$ cat src/common/mio_pkg.sv
// Shared constants, layouts and carrier types for the multiplexed port set
package mio_pkg;

	// Port slot numbering: six bidirectional ports, then the input-only port
	localparam int NUM_PORTS = 6;
	localparam int PORT_W = 16;
	localparam logic [2:0] SLOT_P2 = 3'h0;
	localparam logic [2:0] SLOT_P3 = 3'h1;
	localparam logic [2:0] SLOT_P4 = 3'h2;
	localparam logic [2:0] SLOT_P6 = 3'h3;
	localparam logic [2:0] SLOT_P7 = 3'h4;
	localparam logic [2:0] SLOT_P8 = 3'h5;
	localparam logic [2:0] SLOT_P5 = 3'h6;

	// Register address: {slot, register select}
	localparam int ADDR_W = 5;
	localparam int SEL_W = 2;
	localparam logic [1:0] REG_DATA = 2'h0;
	localparam logic [1:0] REG_DIR = 2'h1;
	localparam logic [1:0] REG_CTRL = 2'h2;
	localparam logic [1:0] REG_PIN = 2'h3;

	// Control register fields
	localparam int CTRL_OD_BIT = 0;
	localparam int CTRL_THR_BIT = 1;

	// Implemented bits per slot; bit 14 of the 15-bit port is absent
	localparam logic [NUM_PORTS-1:0][PORT_W-1:0] PORT_MASK = {
		16'h00ff, 16'h00ff, 16'h00ff, 16'h00ff, 16'hbfff, 16'hffff};
	localparam logic [PORT_W-1:0] P5_MASK = 16'hffff;
	// Slots that offer a selectable input threshold
	localparam logic [NUM_PORTS-1:0] THRESH_CAP = 6'h33;

	// Reset values
	localparam logic [PORT_W-1:0] DATA_RST = 16'h0000;
	localparam logic [PORT_W-1:0] DIR_RST = 16'h0000;
	localparam logic [PORT_W-1:0] RD_RST = 16'h0000;

	// Pin positions of the alternate functions
	localparam int CS_LSB = 0;
	localparam int CS_NUM = 5;
	localparam int HOLD_REQ_BIT = 5;
	localparam int HOLD_ACK_BIT = 6;
	localparam int BUS_REQ_BIT = 7;
	localparam int CAN_RX_BIT = 5;
	localparam int CAN_TX_BIT = 6;
	localparam int SEG_W = 8;
	localparam int FAST_INT_LSB = 8;
	localparam int FAST_INT_NUM = 8;
	localparam int CC2_TIMER_BIT = 15;
	localparam int HIGH_BYTE_BIT = 12;
	localparam int SERIAL_CLK_BIT = 13;
	localparam int PWM_NUM = 4;
	localparam int CC2_LOW_NUM = 8;
	localparam int CC2_HIGH_LSB = 4;
	localparam int CC2_HIGH_NUM = 4;
	localparam int CC2_NUM = 12;
	localparam int T6_UPDOWN_BIT = 10;
	localparam int T6_COUNT_BIT = 12;

	// Software controls of one port
	typedef struct packed {
		logic [PORT_W-1:0] latch;
		logic [PORT_W-1:0] dir;
		logic openDrain;
	} port_ctrl_t;

	// On-chip function claims on one port
	typedef struct packed {
		logic [PORT_W-1:0] outEn;
		logic [PORT_W-1:0] outVal;
		logic [PORT_W-1:0] inForce;
	} port_alt_t;

	typedef logic [NUM_PORTS-1:0][PORT_W-1:0] port_vec_t;

endpackage

$ cat src/hdl/io_pin_cell.sv
// One port's pin drivers and input sampling
`timescale 1ns/100ps
`default_nettype none
module io_pin_cell #(
	parameter logic [15:0] MASK = 16'hffff
) (
	// Clock and reset
	input wire logic ref_clk,
	input wire logic rst_b,
	// Controls
	input wire mio_pkg::port_ctrl_t ctrl,
	input wire mio_pkg::port_alt_t alt,
	// Pins
	input wire logic [15:0] pinIn,
	output logic [15:0] pinOut_ff,
	output logic [15:0] pinOe_ff,
	output logic [15:0] pinSync_ff
);
	import mio_pkg::*;

	logic [PORT_W-1:0] value;
	logic [PORT_W-1:0] wantDrive;
	logic [PORT_W-1:0] nxt_pinOe;
	logic [PORT_W-1:0] nxt_pinOut;

	// Function value replaces the latch where a function owns the pin
	assign value = (alt.outEn & alt.outVal) | (~alt.outEn & ctrl.latch);
	// Output direction or a function claim drives; an input claim turns the driver off
	assign wantDrive = (ctrl.dir | alt.outEn) & ~alt.inForce & MASK;
	// Open drain only pulls low; a high level releases the pin
	assign nxt_pinOe = ctrl.openDrain ? (wantDrive & ~value) : wantDrive;
	assign nxt_pinOut = ctrl.openDrain ? '0 : (value & wantDrive);

	// Registered drivers, so the pins never glitch on mux changes
	always_ff @(posedge ref_clk or negedge rst_b)
	begin
		if (!rst_b)
		begin
			pinOut_ff <= DATA_RST;
			pinOe_ff <= DIR_RST;
		end
		else
		begin
			pinOut_ff <= nxt_pinOut;
			pinOe_ff <= nxt_pinOe;
		end
	end

	// Input sampling; missing bits read zero
	always_ff @(posedge ref_clk or negedge rst_b)
	begin
		if (!rst_b)
			pinSync_ff <= DATA_RST;
		else
			pinSync_ff <= pinIn & MASK;
	end

endmodule // io_pin_cell
`default_nettype wire

$ cat src/hdl/multiplexed_io_port_set.sv
// Port set top: registers, function multiplexing and dedicated strobes
// What this block does
// - Every bidirectional pin has its own direction bit, input or output.
// - A pin set to input and not claimed by a function has its driver switched off.
// - Each bidirectional port selects push-pull or open-drain drivers.
// - Some ports offer a software choice of TTL or special threshold.
// - A 16-bit input-only port feeds analog channels and timer 6 inputs.
// - One port has 15 bits, with bit 14 absent entirely.
// - The segment port drives address lines 16 to 23 in bus mode.
// - With CAN on, segment bit 5 is CAN receive and bit 6 CAN transmit.
// - The read strobe is active for every external instruction or data read.
// - As serial master, port 3 bit 13 outputs a clock equal to the CPU clock.
// - Port 6 bits 0-4 are chip selects, 5 hold request, 6 ack, 7 bus request.
// - Port 2 bits 8-15 are fast interrupts, bit 15 also the timer 7 input.
// - Port 3 bit 12 is high-byte enable or high-byte write by configuration.
// - Second capture unit channels 16-23 on port 8 and 28-31 on port 7.
//
// The address map and the address-and-strobe port are this design's own decisions.
`timescale 1ns/100ps
`default_nettype none
module multiplexed_io_port_set (
	// Clock and reset
	input wire logic ref_clk,
	input wire logic rst_b,
	// Register port
	input wire logic [mio_pkg::ADDR_W-1:0] regAddr,
	input wire logic [mio_pkg::PORT_W-1:0] regWrData,
	input wire logic regWr,
	input wire logic regRd,
	output logic [mio_pkg::PORT_W-1:0] regRdData_ff,
	// Bidirectional port pins
	input wire mio_pkg::port_vec_t ioPinIn,
	output var mio_pkg::port_vec_t ioPinOut,
	output var mio_pkg::port_vec_t ioPinOe,
	output logic [mio_pkg::NUM_PORTS-1:0] thresholdSpecial_ff,
	// Input-only port
	input wire logic [mio_pkg::PORT_W-1:0] anaPinIn,
	output logic [mio_pkg::PORT_W-1:0] analog_input_channel,
	output logic timer6_updown_control_in,
	output logic timer6_count_in,
	// External bus controls
	input wire logic chipSelectEn,
	input wire logic [mio_pkg::CS_NUM-1:0] chipSelect_n,
	input wire logic arbitrationEn,
	input wire logic holdAck_n,
	input wire logic busRequest_n,
	output logic holdRequest_n,
	input wire logic segmentEn,
	input wire logic [mio_pkg::SEG_W-1:0] segmentAddr,
	input wire logic extInstrRead,
	input wire logic extDataRead,
	output logic readStrobe_n_ff,
	input wire logic highByteEn,
	input wire logic writeHighMode,
	input wire logic high_byte_enable_n,
	input wire logic high_byte_write_strobe_n,
	// CAN
	input wire logic canEn,
	input wire logic canTx,
	output logic canRx,
	// Serial master clock
	input wire logic serialMaster,
	// Pulse width outputs
	input wire logic [mio_pkg::PWM_NUM-1:0] pwmEn,
	input wire logic [mio_pkg::PWM_NUM-1:0] pwmOut,
	// Second capture/compare unit
	input wire logic [mio_pkg::CC2_NUM-1:0] cc2CompareEn,
	input wire logic [mio_pkg::CC2_NUM-1:0] cc2CompareVal,
	output logic [mio_pkg::CC2_NUM-1:0] cc2CaptureIn,
	output logic capcmp2_timer_count_in,
	// Fast external interrupts
	output logic [mio_pkg::FAST_INT_NUM-1:0] fastExtInt
);
	import mio_pkg::*;

	logic [PORT_W-1:0] latch_ff [NUM_PORTS];
	logic [PORT_W-1:0] dir_ff [NUM_PORTS];
	logic [NUM_PORTS-1:0] openDrain_ff;
	logic [PORT_W-1:0] anaSync_ff;
	logic cpuClk_ff;
	port_ctrl_t ctrl [NUM_PORTS];
	port_alt_t alt [NUM_PORTS];
	port_vec_t pinSync;
	logic [2:0] slot;
	logic [1:0] regSel;
	logic [PORT_W-1:0] nxt_regRdData;
	logic [NUM_PORTS-1:0] wrSlot;
	logic latchWr;
	logic dirWr;
	logic ctrlWr;

	// Address split: port slot above, register select below
	assign slot = regAddr[ADDR_W-1:SEL_W];
	assign regSel = regAddr[SEL_W-1:0];

	// Write decode; slots 6 and 7 select nothing, so those writes drop
	always_comb
	begin
		wrSlot = '0;
		if (slot == SLOT_P2)
			wrSlot[SLOT_P2] = 1'b1;
		else if (slot == SLOT_P3)
			wrSlot[SLOT_P3] = 1'b1;
		else if (slot == SLOT_P4)
			wrSlot[SLOT_P4] = 1'b1;
		else if (slot == SLOT_P6)
			wrSlot[SLOT_P6] = 1'b1;
		else if (slot == SLOT_P7)
			wrSlot[SLOT_P7] = 1'b1;
		else if (slot == SLOT_P8)
			wrSlot[SLOT_P8] = 1'b1;
	end

	// One strobe per register kind; the pin register takes no writes
	assign latchWr = regWr && regSel == REG_DATA;
	assign dirWr = regWr && regSel == REG_DIR;
	assign ctrlWr = regWr && regSel == REG_CTRL;

	// Port latches written by software; absent bits never store
	always_ff @(posedge ref_clk or negedge rst_b)
	begin
		if (!rst_b)
		begin
			for (int p = 0; p < NUM_PORTS; p++)
				latch_ff[p] <= DATA_RST;
		end
		else if (latchWr)
		begin
			for (int p = 0; p < NUM_PORTS; p++)
				if (wrSlot[p])
					latch_ff[p] <= regWrData & PORT_MASK[p];
		end
	end

	// Direction bits, one per pin; reset leaves every pin an input
	always_ff @(posedge ref_clk or negedge rst_b)
	begin
		if (!rst_b)
		begin
			for (int p = 0; p < NUM_PORTS; p++)
				dir_ff[p] <= DIR_RST;
		end
		else if (dirWr)
		begin
			for (int p = 0; p < NUM_PORTS; p++)
				if (wrSlot[p])
					dir_ff[p] <= regWrData & PORT_MASK[p];
		end
	end

	// Driver style per port
	always_ff @(posedge ref_clk or negedge rst_b)
	begin
		if (!rst_b)
			openDrain_ff <= '0;
		else if (ctrlWr)
		begin
			for (int p = 0; p < NUM_PORTS; p++)
				if (wrSlot[p])
					openDrain_ff[p] <= regWrData[CTRL_OD_BIT];
		end
	end

	// Threshold choice; ports without the option keep standard level
	always_ff @(posedge ref_clk or negedge rst_b)
	begin
		if (!rst_b)
			thresholdSpecial_ff <= '0;
		else if (ctrlWr)
		begin
			for (int p = 0; p < NUM_PORTS; p++)
				if (wrSlot[p])
					thresholdSpecial_ff[p] <=
						regWrData[CTRL_THR_BIT] & THRESH_CAP[p];
		end
	end

	// Read mux; unmapped addresses read zero
	always_comb
	begin
		nxt_regRdData = RD_RST;
		if (slot == SLOT_P5)
		begin
			// Input-only port offers just its pin register
			if (regSel == REG_PIN)
				nxt_regRdData = anaSync_ff;
		end
		else if (slot < 3'(NUM_PORTS))
		begin
			if (regSel == REG_DATA)
				nxt_regRdData = latch_ff[slot];
			else if (regSel == REG_DIR)
				nxt_regRdData = dir_ff[slot];
			else if (regSel == REG_CTRL)
			begin
				nxt_regRdData[CTRL_OD_BIT] = openDrain_ff[slot];
				nxt_regRdData[CTRL_THR_BIT] = thresholdSpecial_ff[slot];
			end
			else if (regSel == REG_PIN)
				nxt_regRdData = pinSync[slot];
		end
	end

	// Read data stand only in the cycle after the strobe
	always_ff @(posedge ref_clk or negedge rst_b)
	begin
		if (!rst_b)
			regRdData_ff <= RD_RST;
		else if (regRd)
			regRdData_ff <= nxt_regRdData;
		else
			regRdData_ff <= RD_RST;
	end

	// Input-only port has no drivers, only sampling
	always_ff @(posedge ref_clk or negedge rst_b)
	begin
		if (!rst_b)
			anaSync_ff <= DATA_RST;
		else
			anaSync_ff <= anaPinIn & P5_MASK;
	end

	// Read strobe low for any external read, instruction or data
	always_ff @(posedge ref_clk or negedge rst_b)
	begin
		if (!rst_b)
			readStrobe_n_ff <= 1'b1;
		else
			readStrobe_n_ff <= ~(extInstrRead | extDataRead);
	end

	// CPU clock is ref_clk halved; the serial clock follows it one ref_clk cycle later
	always_ff @(posedge ref_clk or negedge rst_b)
	begin
		if (!rst_b)
			cpuClk_ff <= 1'b0;
		else
			cpuClk_ff <= ~cpuClk_ff;
	end

	// Port 2: fast interrupts are inputs only, no driver claim
	always_comb
	begin
		alt[SLOT_P2] = '0;
	end

	// Port 3: high-byte strobe and serial master clock
	always_comb
	begin
		alt[SLOT_P3] = '0;
		alt[SLOT_P3].outEn[HIGH_BYTE_BIT] = highByteEn;
		// Write configuration picks which strobe owns the pin
		alt[SLOT_P3].outVal[HIGH_BYTE_BIT] = writeHighMode ?
			high_byte_write_strobe_n : high_byte_enable_n;
		alt[SLOT_P3].outEn[SERIAL_CLK_BIT] = serialMaster;
		alt[SLOT_P3].outVal[SERIAL_CLK_BIT] = cpuClk_ff;
	end

	// Port 4: segment address, with CAN taking bits 5 and 6
	always_comb
	begin
		alt[SLOT_P4] = '0;
		alt[SLOT_P4].outEn[SEG_W-1:0] = {SEG_W{segmentEn}};
		alt[SLOT_P4].outVal[SEG_W-1:0] = segmentAddr;
		if (canEn)
		begin
			// CAN wins over the address lines it displaces
			alt[SLOT_P4].outEn[CAN_RX_BIT] = 1'b0;
			alt[SLOT_P4].inForce[CAN_RX_BIT] = 1'b1;
			alt[SLOT_P4].outEn[CAN_TX_BIT] = 1'b1;
			alt[SLOT_P4].outVal[CAN_TX_BIT] = canTx;
		end
	end

	// Port 6: chip selects and bus arbitration
	always_comb
	begin
		alt[SLOT_P6] = '0;
		alt[SLOT_P6].outEn[CS_LSB +: CS_NUM] = {CS_NUM{chipSelectEn}};
		alt[SLOT_P6].outVal[CS_LSB +: CS_NUM] = chipSelect_n;
		alt[SLOT_P6].inForce[HOLD_REQ_BIT] = arbitrationEn;
		alt[SLOT_P6].outEn[HOLD_ACK_BIT] = arbitrationEn;
		alt[SLOT_P6].outVal[HOLD_ACK_BIT] = holdAck_n;
		alt[SLOT_P6].outEn[BUS_REQ_BIT] = arbitrationEn;
		alt[SLOT_P6].outVal[BUS_REQ_BIT] = busRequest_n;
	end

	// Port 7: pulse width low nibble, compare channels in high nibble
	always_comb
	begin
		alt[SLOT_P7] = '0;
		alt[SLOT_P7].outEn[PWM_NUM-1:0] = pwmEn;
		alt[SLOT_P7].outVal[PWM_NUM-1:0] = pwmOut;
		alt[SLOT_P7].outEn[CC2_HIGH_LSB +: CC2_HIGH_NUM] =
			cc2CompareEn[CC2_LOW_NUM +: CC2_HIGH_NUM];
		alt[SLOT_P7].outVal[CC2_HIGH_LSB +: CC2_HIGH_NUM] =
			cc2CompareVal[CC2_LOW_NUM +: CC2_HIGH_NUM];
	end

	// Port 8: compare channels on every bit
	always_comb
	begin
		alt[SLOT_P8] = '0;
		alt[SLOT_P8].outEn[CC2_LOW_NUM-1:0] = cc2CompareEn[CC2_LOW_NUM-1:0];
		alt[SLOT_P8].outVal[CC2_LOW_NUM-1:0] = cc2CompareVal[CC2_LOW_NUM-1:0];
	end

	// One pin cell per port, each with its own implemented-bit mask
	generate
		for (genvar g = 0; g < NUM_PORTS; g++)
		begin : g_port
			always_comb
			begin
				ctrl[g].latch = latch_ff[g];
				ctrl[g].dir = dir_ff[g];
				ctrl[g].openDrain = openDrain_ff[g];
			end

			io_pin_cell #(
				.MASK(PORT_MASK[g])
			) u_cell (
				.ref_clk(ref_clk),
				.rst_b(rst_b),
				.ctrl(ctrl[g]),
				.alt(alt[g]),
				.pinIn(ioPinIn[g]),
				.pinOut_ff(ioPinOut[g]),
				.pinOe_ff(ioPinOe[g]),
				.pinSync_ff(pinSync[g])
			);
		end
	endgenerate

	// Function inputs come straight from the sampled pin registers
	assign analog_input_channel = anaSync_ff;
	assign timer6_updown_control_in = anaSync_ff[T6_UPDOWN_BIT];
	assign timer6_count_in = anaSync_ff[T6_COUNT_BIT];
	assign fastExtInt = pinSync[SLOT_P2][FAST_INT_LSB +: FAST_INT_NUM];
	assign capcmp2_timer_count_in = pinSync[SLOT_P2][CC2_TIMER_BIT];
	assign holdRequest_n = pinSync[SLOT_P6][HOLD_REQ_BIT];
	assign canRx = pinSync[SLOT_P4][CAN_RX_BIT];
	// Capture always sees the pin, whoever drives it
	assign cc2CaptureIn = {pinSync[SLOT_P7][CC2_HIGH_LSB +: CC2_HIGH_NUM],
		pinSync[SLOT_P8][CC2_LOW_NUM-1:0]};

endmodule // multiplexed_io_port_set
`default_nettype wire
$ cat config.mk
export PLATFORM = sky130hd
export DESIGN_NAME = multiplexed_io_port_set
export DESIGN_NICKNAME = d
export VERILOG_FILES = /design/src/common/mio_pkg.sv /design/src/hdl/io_pin_cell.sv /design/src/hdl/multiplexed_io_port_set.sv
export SDC_FILE = /design/constraint.sdc
export NUM_CORES = 1
export LEC_CHECK = 0
export BUFFER_PORTS_ARGS = -buffer_cell sky130_fd_sc_hd__buf_2
export CORE_MARGIN = 1.5
export CORE_UTILIZATION = 45
export DETAILED_ROUTE_END_ITERATION = 8
export GPL_ROUTABILITY_DRIVEN = 1
export PLACE_DENSITY = 0.7
export SYNTH_ARGS = -nofsm -noshare
export SYNTH_HDL_FRONTEND = slang
export SYNTH_SLANG_ARGS = --single-unit
$ cat constraint.sdc
create_clock -name ref_clk -period 4.3 [get_ports ref_clk]
set_input_delay 1.075 -clock ref_clk [delete_from_list [all_inputs] [get_ports ref_clk]]
set_output_delay 1.075 -clock ref_clk [all_outputs]
set_load 0.05 [all_outputs]
==> impl_results.md, run 1 <==
* Worst slack, placed at about 1100 ps
* Routed length per instance at ~21 microns
* Ys flop type: dfrtp_1
* Power share of the combinational group at between 20% and 30%
* Syn Inst Count at 1248
* Clock transition at path regs at approximately 60 ps
* Static Leak at around 9.1 nW
* Min Clock Period, post-route at 2743 ps
* Clock root buffer: clkbuf_16
* Synthesized area at 0.01521 sq mm
* Postcts setup bufs at 0
* Die width at 186.8 microns
* Post-synthesis adder-cell area fraction at 0%
* Worst Path Arrival at 3210 ps
* Sw frac at 32.95%
* CTS Buffer Depth at 3
* NetSw at between 3 and 4 mW
* Startpoint types: primary input
* Routed Antenna Nets at 0
* # Max-Cap Violations at 0
* Critical path capture point type: register
* Worst VDD drop at around 0.00038 V
* Max incr delay on CP at ~670 ps
* Vias per cell at around 5.3
* Grt ovf at 0
* CTS Hold Buffers Added at 0
* Combinational family with the most area after synthesis: multiplexers
* CTS tree: built
* Starting DRT DRC Count at slightly above 700
* Syn-to-layout area delta at 20.78%
* CTS sink count at roughly 360
* Synth unique cells at 61
* Syn Area/Cell at ~12 sq um
* Type of the setup path with the least slack: in -> reg
* Fmax at 364.5 MHz
* Die ar. at 0.03491 sq mm
* Initial antenna violation count at 2
* First-pass GRT wire length at between 60 and 70 mm
* Sequential cell area fraction in the yosys report at between 50% and 60%
* Worst-path cell chain: buf_4 -> nor2b_1 -> nand2_1 -> nor2_1 -> and2_1 -> a32o_1
* Slew HR at between 40% and 50%
* Post-Synth Simple-Gate Area at just under 9%
* Final core occ at a little under three fifths
* I/O pin cnt at roughly 450
* Via count at 10860
* Core Rows at 67
* P_int at about 6.6 mW
* Final Max Tran Viols at 0
* Post-synth EDFFs at 0
* Final WL at about 43 mm
* TNS Setup at 0 ps
* Tcrit/Tclk final at 63.80%
* Initial Utilization at a little under half
* R2r worst-path depth at 4
* H-tree depth at 2
* Synth Area in XOR/XNOR at 0%
* Pin count of the biggest net entering global routing at 100
* Crit path max fanout at 32
* Slowest cell on the critical path: nor2_1
* Clock skew at 23.50 ps
* Core ar. at about 0.033 sq mm
* Hpwl dp at 31.55 mm
* Final setup margin at around 1600 ps
* Vias in the first global route at about 11000
* Hold Fails Final Rpt at 0
* Drt drc at 0
* Synth Register Bits at 359
* Fraction of layout instances using a drive strength above 1 at a little over a third
* Drt pass-1 iters at 5
* Mux contribution to synthesized area at 15.58%
* Total Routing Usage GR at roughly a quarter
* Routability congestion estimate at roughly 0.90
* Final setup viols at 0
* Hold Path Class: reg -> reg
* Worst Path Required at ~4800 ps
* Hold path cells at 1
* CTS Buf Count at 39
* Sequential share of power at a little over two fifths
* Fin cells at approximately 2000
* Worst-Skew Late Latency at 550 ps
* PostCTS Resize Cnt at 0
* Placed insts at between 1500 and 2000
* Buffers on Ports at 350
* Slew @ Worst Pin at roughly 820 ps
* Die Height at ~190 microns
* Compound-Gate Fraction of Synth Area at 9.281%
* Power share of the clock group at a little over a third
* Nets at about 1800
* Post-synth ARST share at between 90% and 100%
* Pwr/cell area at about 540 mW/mm^2
* RSZ-0062 raised after global routing: no
* Synth Warn # at 0
* Outcome: finished, final reports clean
==> cells in the mapped netlist (10+ instances only) <==
library cell	count	area, sq um
inv_1	36	135.1
mux4_1	10	262.8
nand3b_1	31	232.7
buf_4	88	660.6
buf_2	15	75.07
dfrtp_1	358	8959
mux4_2	11	247.7
a21oi_1	85	425.4
o21ai_0	82	410.4
mux2_4	10	150.1
nand2_1	109	409.1
nor2_1	86	322.8
mux2_2	118	1329
clkbuf_1	38	142.6
a21boi_0	30	225.2
mux2i_1	38	380.4
==> cell families after synthesis <==
logic type | Yosys count
flops | 359
simple gates | 278
compound gates | 238
mux | 187
buf+inv | 185
other cells | 1
==> through the flow <==
step                power, mW  hold WS [ps]  cell area (sq um)
floorplan               5.783         394.6              15460
CTS                     9.946         420.6              18360
detailed placement      6.472         412.4              17010
global route            10.25         450.1              18370
finish                  9.863         424.8              18370
global placement        6.421         408.1              17010
==> per-layer routing <==
metal	wire, microns	GRT usage [%]	up-vias
met2	21140	40.77	468
met4	1463	9.460	0
met3	3022	4.709	82
li1	-	-	4865
met1	17180	30.90	5446
met5	0	0	-
==> final cells by class <==
class / count / area, sq um
fill: 2867 / 15000
sequential: 359 / 8985
multi-input combinational: 771 / 5361
timing repair buffer: 371 / 1972
clock buffer: 57 / 1165
tap: 448 / 560.5
clock inverter: 13 / 183.9
inverter: 36 / 135.1
antenna: 2 / 5.005
==> layout by cell type, fill, tap and decap left out, types with 4 or more instances in the layout <==
cell / synthesis / layout
dfrtp_1: 358 / 358
nor3_1: 4 / 4
a21oi_1: 85 / 85
nand2b_1: 5 / 5
a21boi_0: 30 / 30
clkinv_2: 0 / 6
clkbuf_1: 38 / 7
mux4_1: 10 / 10
nand3b_1: 31 / 31
buf_12: 1 / 4
clkbuf_16: 0 / 40
nor3b_1: 4 / 4
o22ai_1: 5 / 5
buf_2: 15 / 348
mux2_4: 10 / 10
clkbuf_8: 0 / 10
nor2b_1: 4 / 4
nand2_1: 109 / 109
mux2_2: 118 / 118
nand3_1: 8 / 8
nor2_1: 86 / 86
and3_1: 8 / 8
conb_1: 1 / 68
buf_4: 88 / 18
mux4_2: 11 / 11
a22oi_1: 4 / 4
inv_1: 36 / 36
bufinv_16: 0 / 4
mux2i_1: 38 / 38
o21ai_0: 82 / 82
==> final timing paths <==
check | startpoint | end | slack (ps)
worst min-delay path | cpuClk_ff | cpuClk_ff | 420
worst min register to register | cpuClk_ff | cpuClk_ff | 420
worst max register to register | openDrain_ff[2] | regRdData_ff[0] | 2430
max in group asynchronous | rst_b | g_port[2].u_cell.pinSync_ff[4] | 2660
min in group asynchronous | rst_b | analog_input_channel[14] | 550
worst max-delay path | regAddr[2] | regRdData_ff[6] | 1560
==> sequential cells by signal, summed over array words and instances, names as in the netlist <==
signal                    flops
g_port.u_cell.pinOut_ff      63
thresholdSpecial_ff           4
g_port.u_cell.pinOe_ff       63
readStrobe_n_ff               1
g_port.u_cell.pinSync_ff     63
regRdData_ff                 16
cpuClk_ff                     1
analog_input_channel         16
ctrl                        126
openDrain_ff                  6
==> power by group through the flow <==
stage / logic (mW) / clock network [mW] / registers (mW)
final: 2.15 / 3.46 / 4.26
after global routing: 2.27 / 3.66 / 4.32
after CTS: 2.16 / 3.53 / 4.26
after detailed placement: 2.16 / 0 / 4.31
after global placement: 2.13 / 0 / 4.30
after floorplan: 0.923 / 0 / 4.86
==> worst max-delay path, delay by kind of cell <==
family                 cells  cell delay (ps)
AO/OA/AOI/OAI              1              160
buffers and inverters      1              260
AND/OR/NAND/NOR            4             1690
Power figures use the tool's default switching activity.
==> inputs of run 2 (changes only) <==
PLACE_DENSITY = 0.73   (was 0.7)
clock period = 2.42 ns   (was 4.3 ns; I/O delays follow)
==> impl_results.md, run 2 (same netlist as run 1, synthesis figures left out) <==
* Outcome: finished, final reports clean
* Final setup viols at 0 (unchanged)
* Drt drc at 0 (unchanged)
* Die Height at 186.8 microns (unchanged)
* Worst-path cell chain: buf_2
* Core ar. at 0.03336 sq mm (unchanged)
* Vias per cell at 5.246 (-0.64%)
* TNS Setup at 0 ps (unchanged)
* Most frequent cells in the layout: dfrtp_1 (358), buf_2 (348), mux2_2 (118)
* Hold Fails Final Rpt at 0 (unchanged)
* Number of fill cells at 2863 (-0.14%)
* Clock transition at path regs at 60 ps (about the same)
* RSZ-0062 raised after global routing: no
* Static Leak at 9.269 nW (+1.5%)
* Type of the setup path with the least slack: reg -> out
* Slew @ Worst Pin at 699.2 ps (-119.4 ps)
* Core Rows at 67 (unchanged)
* Worst r2r src: ctrl[118]
* # Max-Cap Violations at 0 (unchanged)
* Worst VDD drop at 0.0006968 V (+84%)
* WHS Endpoint: g_port[3].u_cell.pinSync_ff[3]
* Total power at 17.31 mW (+75%)
* P_int at 11.49 mW (+74%)
* Slowest cell on the critical path: dfstp_2
* Final WL at 43.64 mm (+1.9%)
* Leading cell type in the layout, fill and taps excluded: dfrtp_1
* Startpoint types: register
* H-tree depth at 2 (unchanged)
* Fmax at roughly 530 MHz
* R2R setup slack at 640 ps (-1790 ps)
* Pwr/cell area at 930.5 mW/mm^2 (+73%)
* R2r worst-path depth at 3 (-1)
* Worst-Skew Late Latency at 550 ps (about the same)
* Postcts setup bufs at 0 (unchanged)
* Clock root buffer: clkbuf_16
* Power share of the combinational group at 22.7% (+0.9 points)
* CTS Hold Buffers Added at 1 (+1)
* Max reg flops at 126 (unchanged)
* Via count at 10960 (+0.90%)
* Fraction of layout instances using a drive strength above 1 at 37.29% (+0.77 points)
* Sequential share of power at 43.5% (+0.3 points)
* Worst Path Arrival at 1300 ps (-1910 ps)
* Die width at 186.8 microns (unchanged)
* Power share of the clock group at 33.8% (-1.2 points)
* CTS sink count at 359 (unchanged)
* Starting DRT DRC Count at 705 (-0.84%)
* Diode count at 0 (-2)
* Top cell family by delay on the critical path: flip-flops
* Pin count of the biggest net entering global routing at 53 (-47%)
* Critical path capture point type: output port
* Routed Antenna Nets at 0 (unchanged)
* Initial Utilization at 45.58% (unchanged)
* Routed length per instance at 20.89 microns (+0.37%)
* I/O pin cnt at 452 (unchanged)
* NetSw at 5.816 mW (+79%)
* First-pass GRT wire length at 65.65 mm (+3.5%)
* Initial antenna violation count at 0 (-2)
* Drt pass-1 iters at 6 (+1)
* CTS Buf Count at 39 (unchanged)
* Syn-to-layout area delta at 22.30%
* Die ar. at 0.03491 sq mm (unchanged)
* Final Max Tran Viols at 0 (unchanged)
* Sw frac at 33.61% (+0.66 points)
* CTS tree: built
* Hold Path Class: in -> reg
* Slew HR at 53.39% (+8.2 points)
* Hpwl dp at 32.40 mm (+2.7%)
* Grt ovf at 0 (unchanged)
* Total Routing Usage GR at 24.95% (+0.77 points)
* Vias in the first global route at 11070 (+4.7%)
* Max incr delay on CP at 510 ps (-160 ps)
* Nets at 1807 (+1.9%)
* PostCTS Resize Cnt at 0 (unchanged)
* Clock skew at 15.24 ps (-8.261 ps)
* Routability congestion estimate at 0.9024 (about the same)
* Min Clock Period, post-route at 1904 ps
* Crit Reg-Reg Endpoint: regRdData_ff[2]
* Worst Path Required at 1810 ps (-2960 ps)
* WP buf/inv at 1 (unchanged)
* Hold path cells at 1 (unchanged)
* Hold Startpoint: ioPinIn[51]
* Buffers on Ports at 350 (unchanged)
* Crit path max fanout at 1 (-97%)
* CTS Buffer Depth at 3 (unchanged)
* Tcrit/Tclk final at 78.68%
[run 2: stage by stage]
step / hold slack, ps / setup slack, ps / util (%) / std cells / area (sq um)
after floorplan: 309.4 / 411.2 / - / 1315 / 15460
after global placement: 407.6 / 102.0 / 51.94 / 2017 / 17330
after detailed placement: 419.8 / 74.73 / 51.94 / 2017 / 17330
after CTS: 142.7 / 478.0 / 55.74 / 2089 / 18600
after global routing: 149.3 / 471.4 / 55.74 / 2089 / 18600
final: 164.9 / 516.0 / 55.74 / 2089 / 18600
[run 2: power groups by stage]
stage / Sequential, mW / Clock (mW) / Combinational (mW)
after floorplan: 8.64 / 0 / 1.64
final: 7.52 / 5.85 / 3.93
after detailed placement: 7.61 / 0 / 3.94
after CTS: 7.52 / 5.95 / 3.96
after global placement: 7.58 / 0 / 3.88
after global routing: 7.62 / 6.20 / 4.16
[run 2: routing by layer]
metal | GRT usage (%) | vias to the layer above | share of wire [%]
li1 | - | 4928 | -
met1 | 32.58 | 5489 | 41
met2 | 42.55 | 473 | 49
met3 | 4.972 | 69 | 7.0
met4 | 6.824 | 0 | 2.4
met5 | 0 | - | 0
[run 2: worst max-delay path by stage]
stage               slack (ps)               to  depth (start not counted)                startpoint
global route               470  timer6_count_in                          1  analog_input_channel[12]
global placement           100  regRdData_ff[4]                          6                regAddr[2]
finish                     520  readStrobe_n_ff                          1           readStrobe_n_ff
floorplan                  410        ctrl[137]                          8                regAddr[2]
detailed placement          70        ctrl[107]                          4                regAddr[1]
CTS                        480  timer6_count_in                          1  analog_input_channel[12]
[run 2: final cells by class]
type	instances	area (sq um)	area share (%)
multi-input combinational	771	5361	28.83
tap	448	560.5	3.014
inverter	36	135.1	0.7266
sequential	359	8985	48.31
clock inverter	10	118.9	0.6391
clock buffer	61	1140	6.129
timing repair buffer	404	2297	12.35
==> inputs of run 3 (changes only) <==
clock period = 1.7 ns   (was 2.42 ns; I/O delays follow)
==> impl_results.md, run 3 (same netlist as run 1, synthesis figures left out) <==
* Outcome: finished with violations
* Failing checks: setup timing
* Worst Path Arrival at 1290 ps (about the same)
* Worst Path Required at 1270 ps (-540 ps)
* Syn-to-layout area delta at 32.61%
* Worst slack, placed at -472.6 ps (-547.3 ps)
* CTS Buf Count at 40 (+2.6%)
* Slew HR at 62.13% (+8.7 points)
* Starting DRT DRC Count at 693 (-1.7%)
* Slowest cell on the critical path: dfrtp_1
* Max reg flops at 126 (unchanged)
* Core Rows at 67 (unchanged)
* Die ar. at 0.03491 sq mm (unchanged)
* I/O pin cnt at 452 (unchanged)
* Top cell family by delay on the critical path: flip-flops
* Area post-placement at 0.01791 sq mm (+3.3%)
* Final WL at 47.73 mm (+9.4%)
* CTS Buffer Depth at 3 (unchanged)
* Vias in the first global route at 12070 (+9.0%)
* Routed Antenna Nets at 0 (unchanged)
* Final instance area at 0.02017 sq mm (+8.4%)
* Pin count of the biggest net entering global routing at 65 (+23%)
* First-pass GRT wire length at 71.64 mm (+9.1%)
* Hold Fails Final Rpt at 0 (unchanged)
* Final core occ at 60.44% (+4.7 points)
* Type of the setup path with the least slack: reg -> out
* Die width at 186.8 microns (unchanged)
* Static Leak at 10.00 nW (+7.9%)
* Clock root buffer: clkbuf_16
* Leading cell type in the layout, fill and taps excluded: dfrtp_1
* Total Routing Usage GR at 27.25% (+2.3 points)
* Clock skew at 15.22 ps (-0.01880 ps)
* Max incr delay on CP at 450 ps (-60 ps)
* Clock transition at path regs at 60 ps (about the same)
* Most frequent cells in the layout: dfrtp_1 (358), buf_2 (340), mux2_2 (118)
* CTS tree: built
* Worst setup startpoint: g_port[0].u_cell.pinSync_ff[15]
* Die Height at 186.8 microns (unchanged)
* Worst-Skew Late Latency at 550 ps (about the same)
* Critical path capture point type: output port
* Initial Utilization at 45.58% (unchanged)
* Drt drc at 0 (unchanged)
* Hpwl dp at 33.84 mm (+4.5%)
* Core ar. at 0.03336 sq mm (unchanged)
* Fmax at approximately 580 MHz
* Drt pass-1 iters at 6 (unchanged)
* Postcts setup bufs at 0 (unchanged)
* WP buf/inv at 1 (unchanged)
* RSZ-0062 raised after global routing: yes
* Final setup viols at 2 (+2)
* Via count at 11680 (+6.6%)
* Final setup margin at -11.37 ps (-527.3 ps)
* Startpoint types: register
* Hold Path Class: in -> reg
* Grt ovf at 0 (unchanged)
* Total power at 25.96 mW (+50%)
* Worst VDD drop at 0.0008831 V (+27%)
* Crit path max fanout at 3 (+2)
* Routed length per instance at 21.36 microns (+2.2%)
* Routability congestion estimate at 0.8919 (-1.2%)
* Initial antenna violation count at 4 (+4)
* Worst-path cell chain: buf_2
* Min Clock Period, post-route at roughly 1700 ps
* CTS sink count at 359 (unchanged)
* Slew @ Worst Pin at 565.9 ps (-133.3 ps)
* Final Max Tran Viols at 0 (unchanged)
* H-tree depth at 2 (unchanged)
* Nets at 1947 (+7.7%)
* Pwr/cell area at 1287 mW/mm^2 (+38%)
* Buffers on Ports at 350 (unchanged)
* Worst r2r src: ctrl[53]
* Fraction of layout instances using a drive strength above 1 at 38.70% (+1.4 points)
* # Max-Cap Violations at 0 (unchanged)
* Tcrit/Tclk final at 100.7%
* Hold Startpoint: ioPinIn[14]
* Vias per cell at 5.226 (-0.37%)
==> run 3: final cells by class <==
type / count / area (sq um)
fillers: 2668 / 13200
repair buffers: 543 / 3671
flip-flops and latches: 359 / 8985
well taps: 448 / 560.5
clock buffers: 57 / 1187
inverters: 36 / 135.1
diodes: 4 / 10.01
clock inverters: 17 / 239.0
multi-input cells: 771 / 5378
==> run 3: per-stage QoR <==
| step | cells | hold WS, ps | setup TNS [ps] |
|---|---|---|---|
| 2_1_floorplan | 1315 | 129.4 | -1372 |
| 3_3_place_gp | 2077 | 361.3 | -28710 |
| 3_5_place_dp | 2077 | 358.3 | -30660 |
| 4_1_cts | 2231 | 12.25 | -48.62 |
| 5_1_grt | 2235 | 24.45 | -41.48 |
| 6_report | 2235 | 34.24 | -22.29 |
==> run 3: per-layer routing <==
layer | share of wire, % | global-route usage, % | wire, microns
met1 | 40 | 33.89 | 18980
met2 | 50 | 46.81 | 23930
met3 | 6.1 | 4.934 | 2934
met4 | 4.0 | 11.63 | 1892
met5 | 0 | 0 | 0
==> run 3: worst paths after layout <==
check,slack (ps),depth (start not counted),endpoint
setup / recovery,-10,1,capcmp2_timer_count_in
hold / removal,30,1,g_port[0].u_cell.pinSync_ff[14]
setup reg to reg,60,4,regRdData_ff[3]
hold reg to reg,420,1,cpuClk_ff
max in group asynchronous,610,3,openDrain_ff[2]
min in group asynchronous,400,2,cpuClk_ff
==> run 3: timing repair <==
| item | 4_1_cts | 5_1_grt |
|---|---|---|
| setup endpoints to repair | 9 | 7 |
| hold buffers | 80 | 0 |
| resized for setup | 7 | 5 |
| endpoints found under the hold margin | 103 | 0 |
==> run 3: power by group <==
| group | switching, mW | internal (mW) | total [mW] |
|---|---|---|---|
| clock network | 3.59 | 5.66 | 9.25 |
| registers | 0.936 | 9.74 | 10.7 |
| logic | 4.09 | 1.95 | 6.03 |
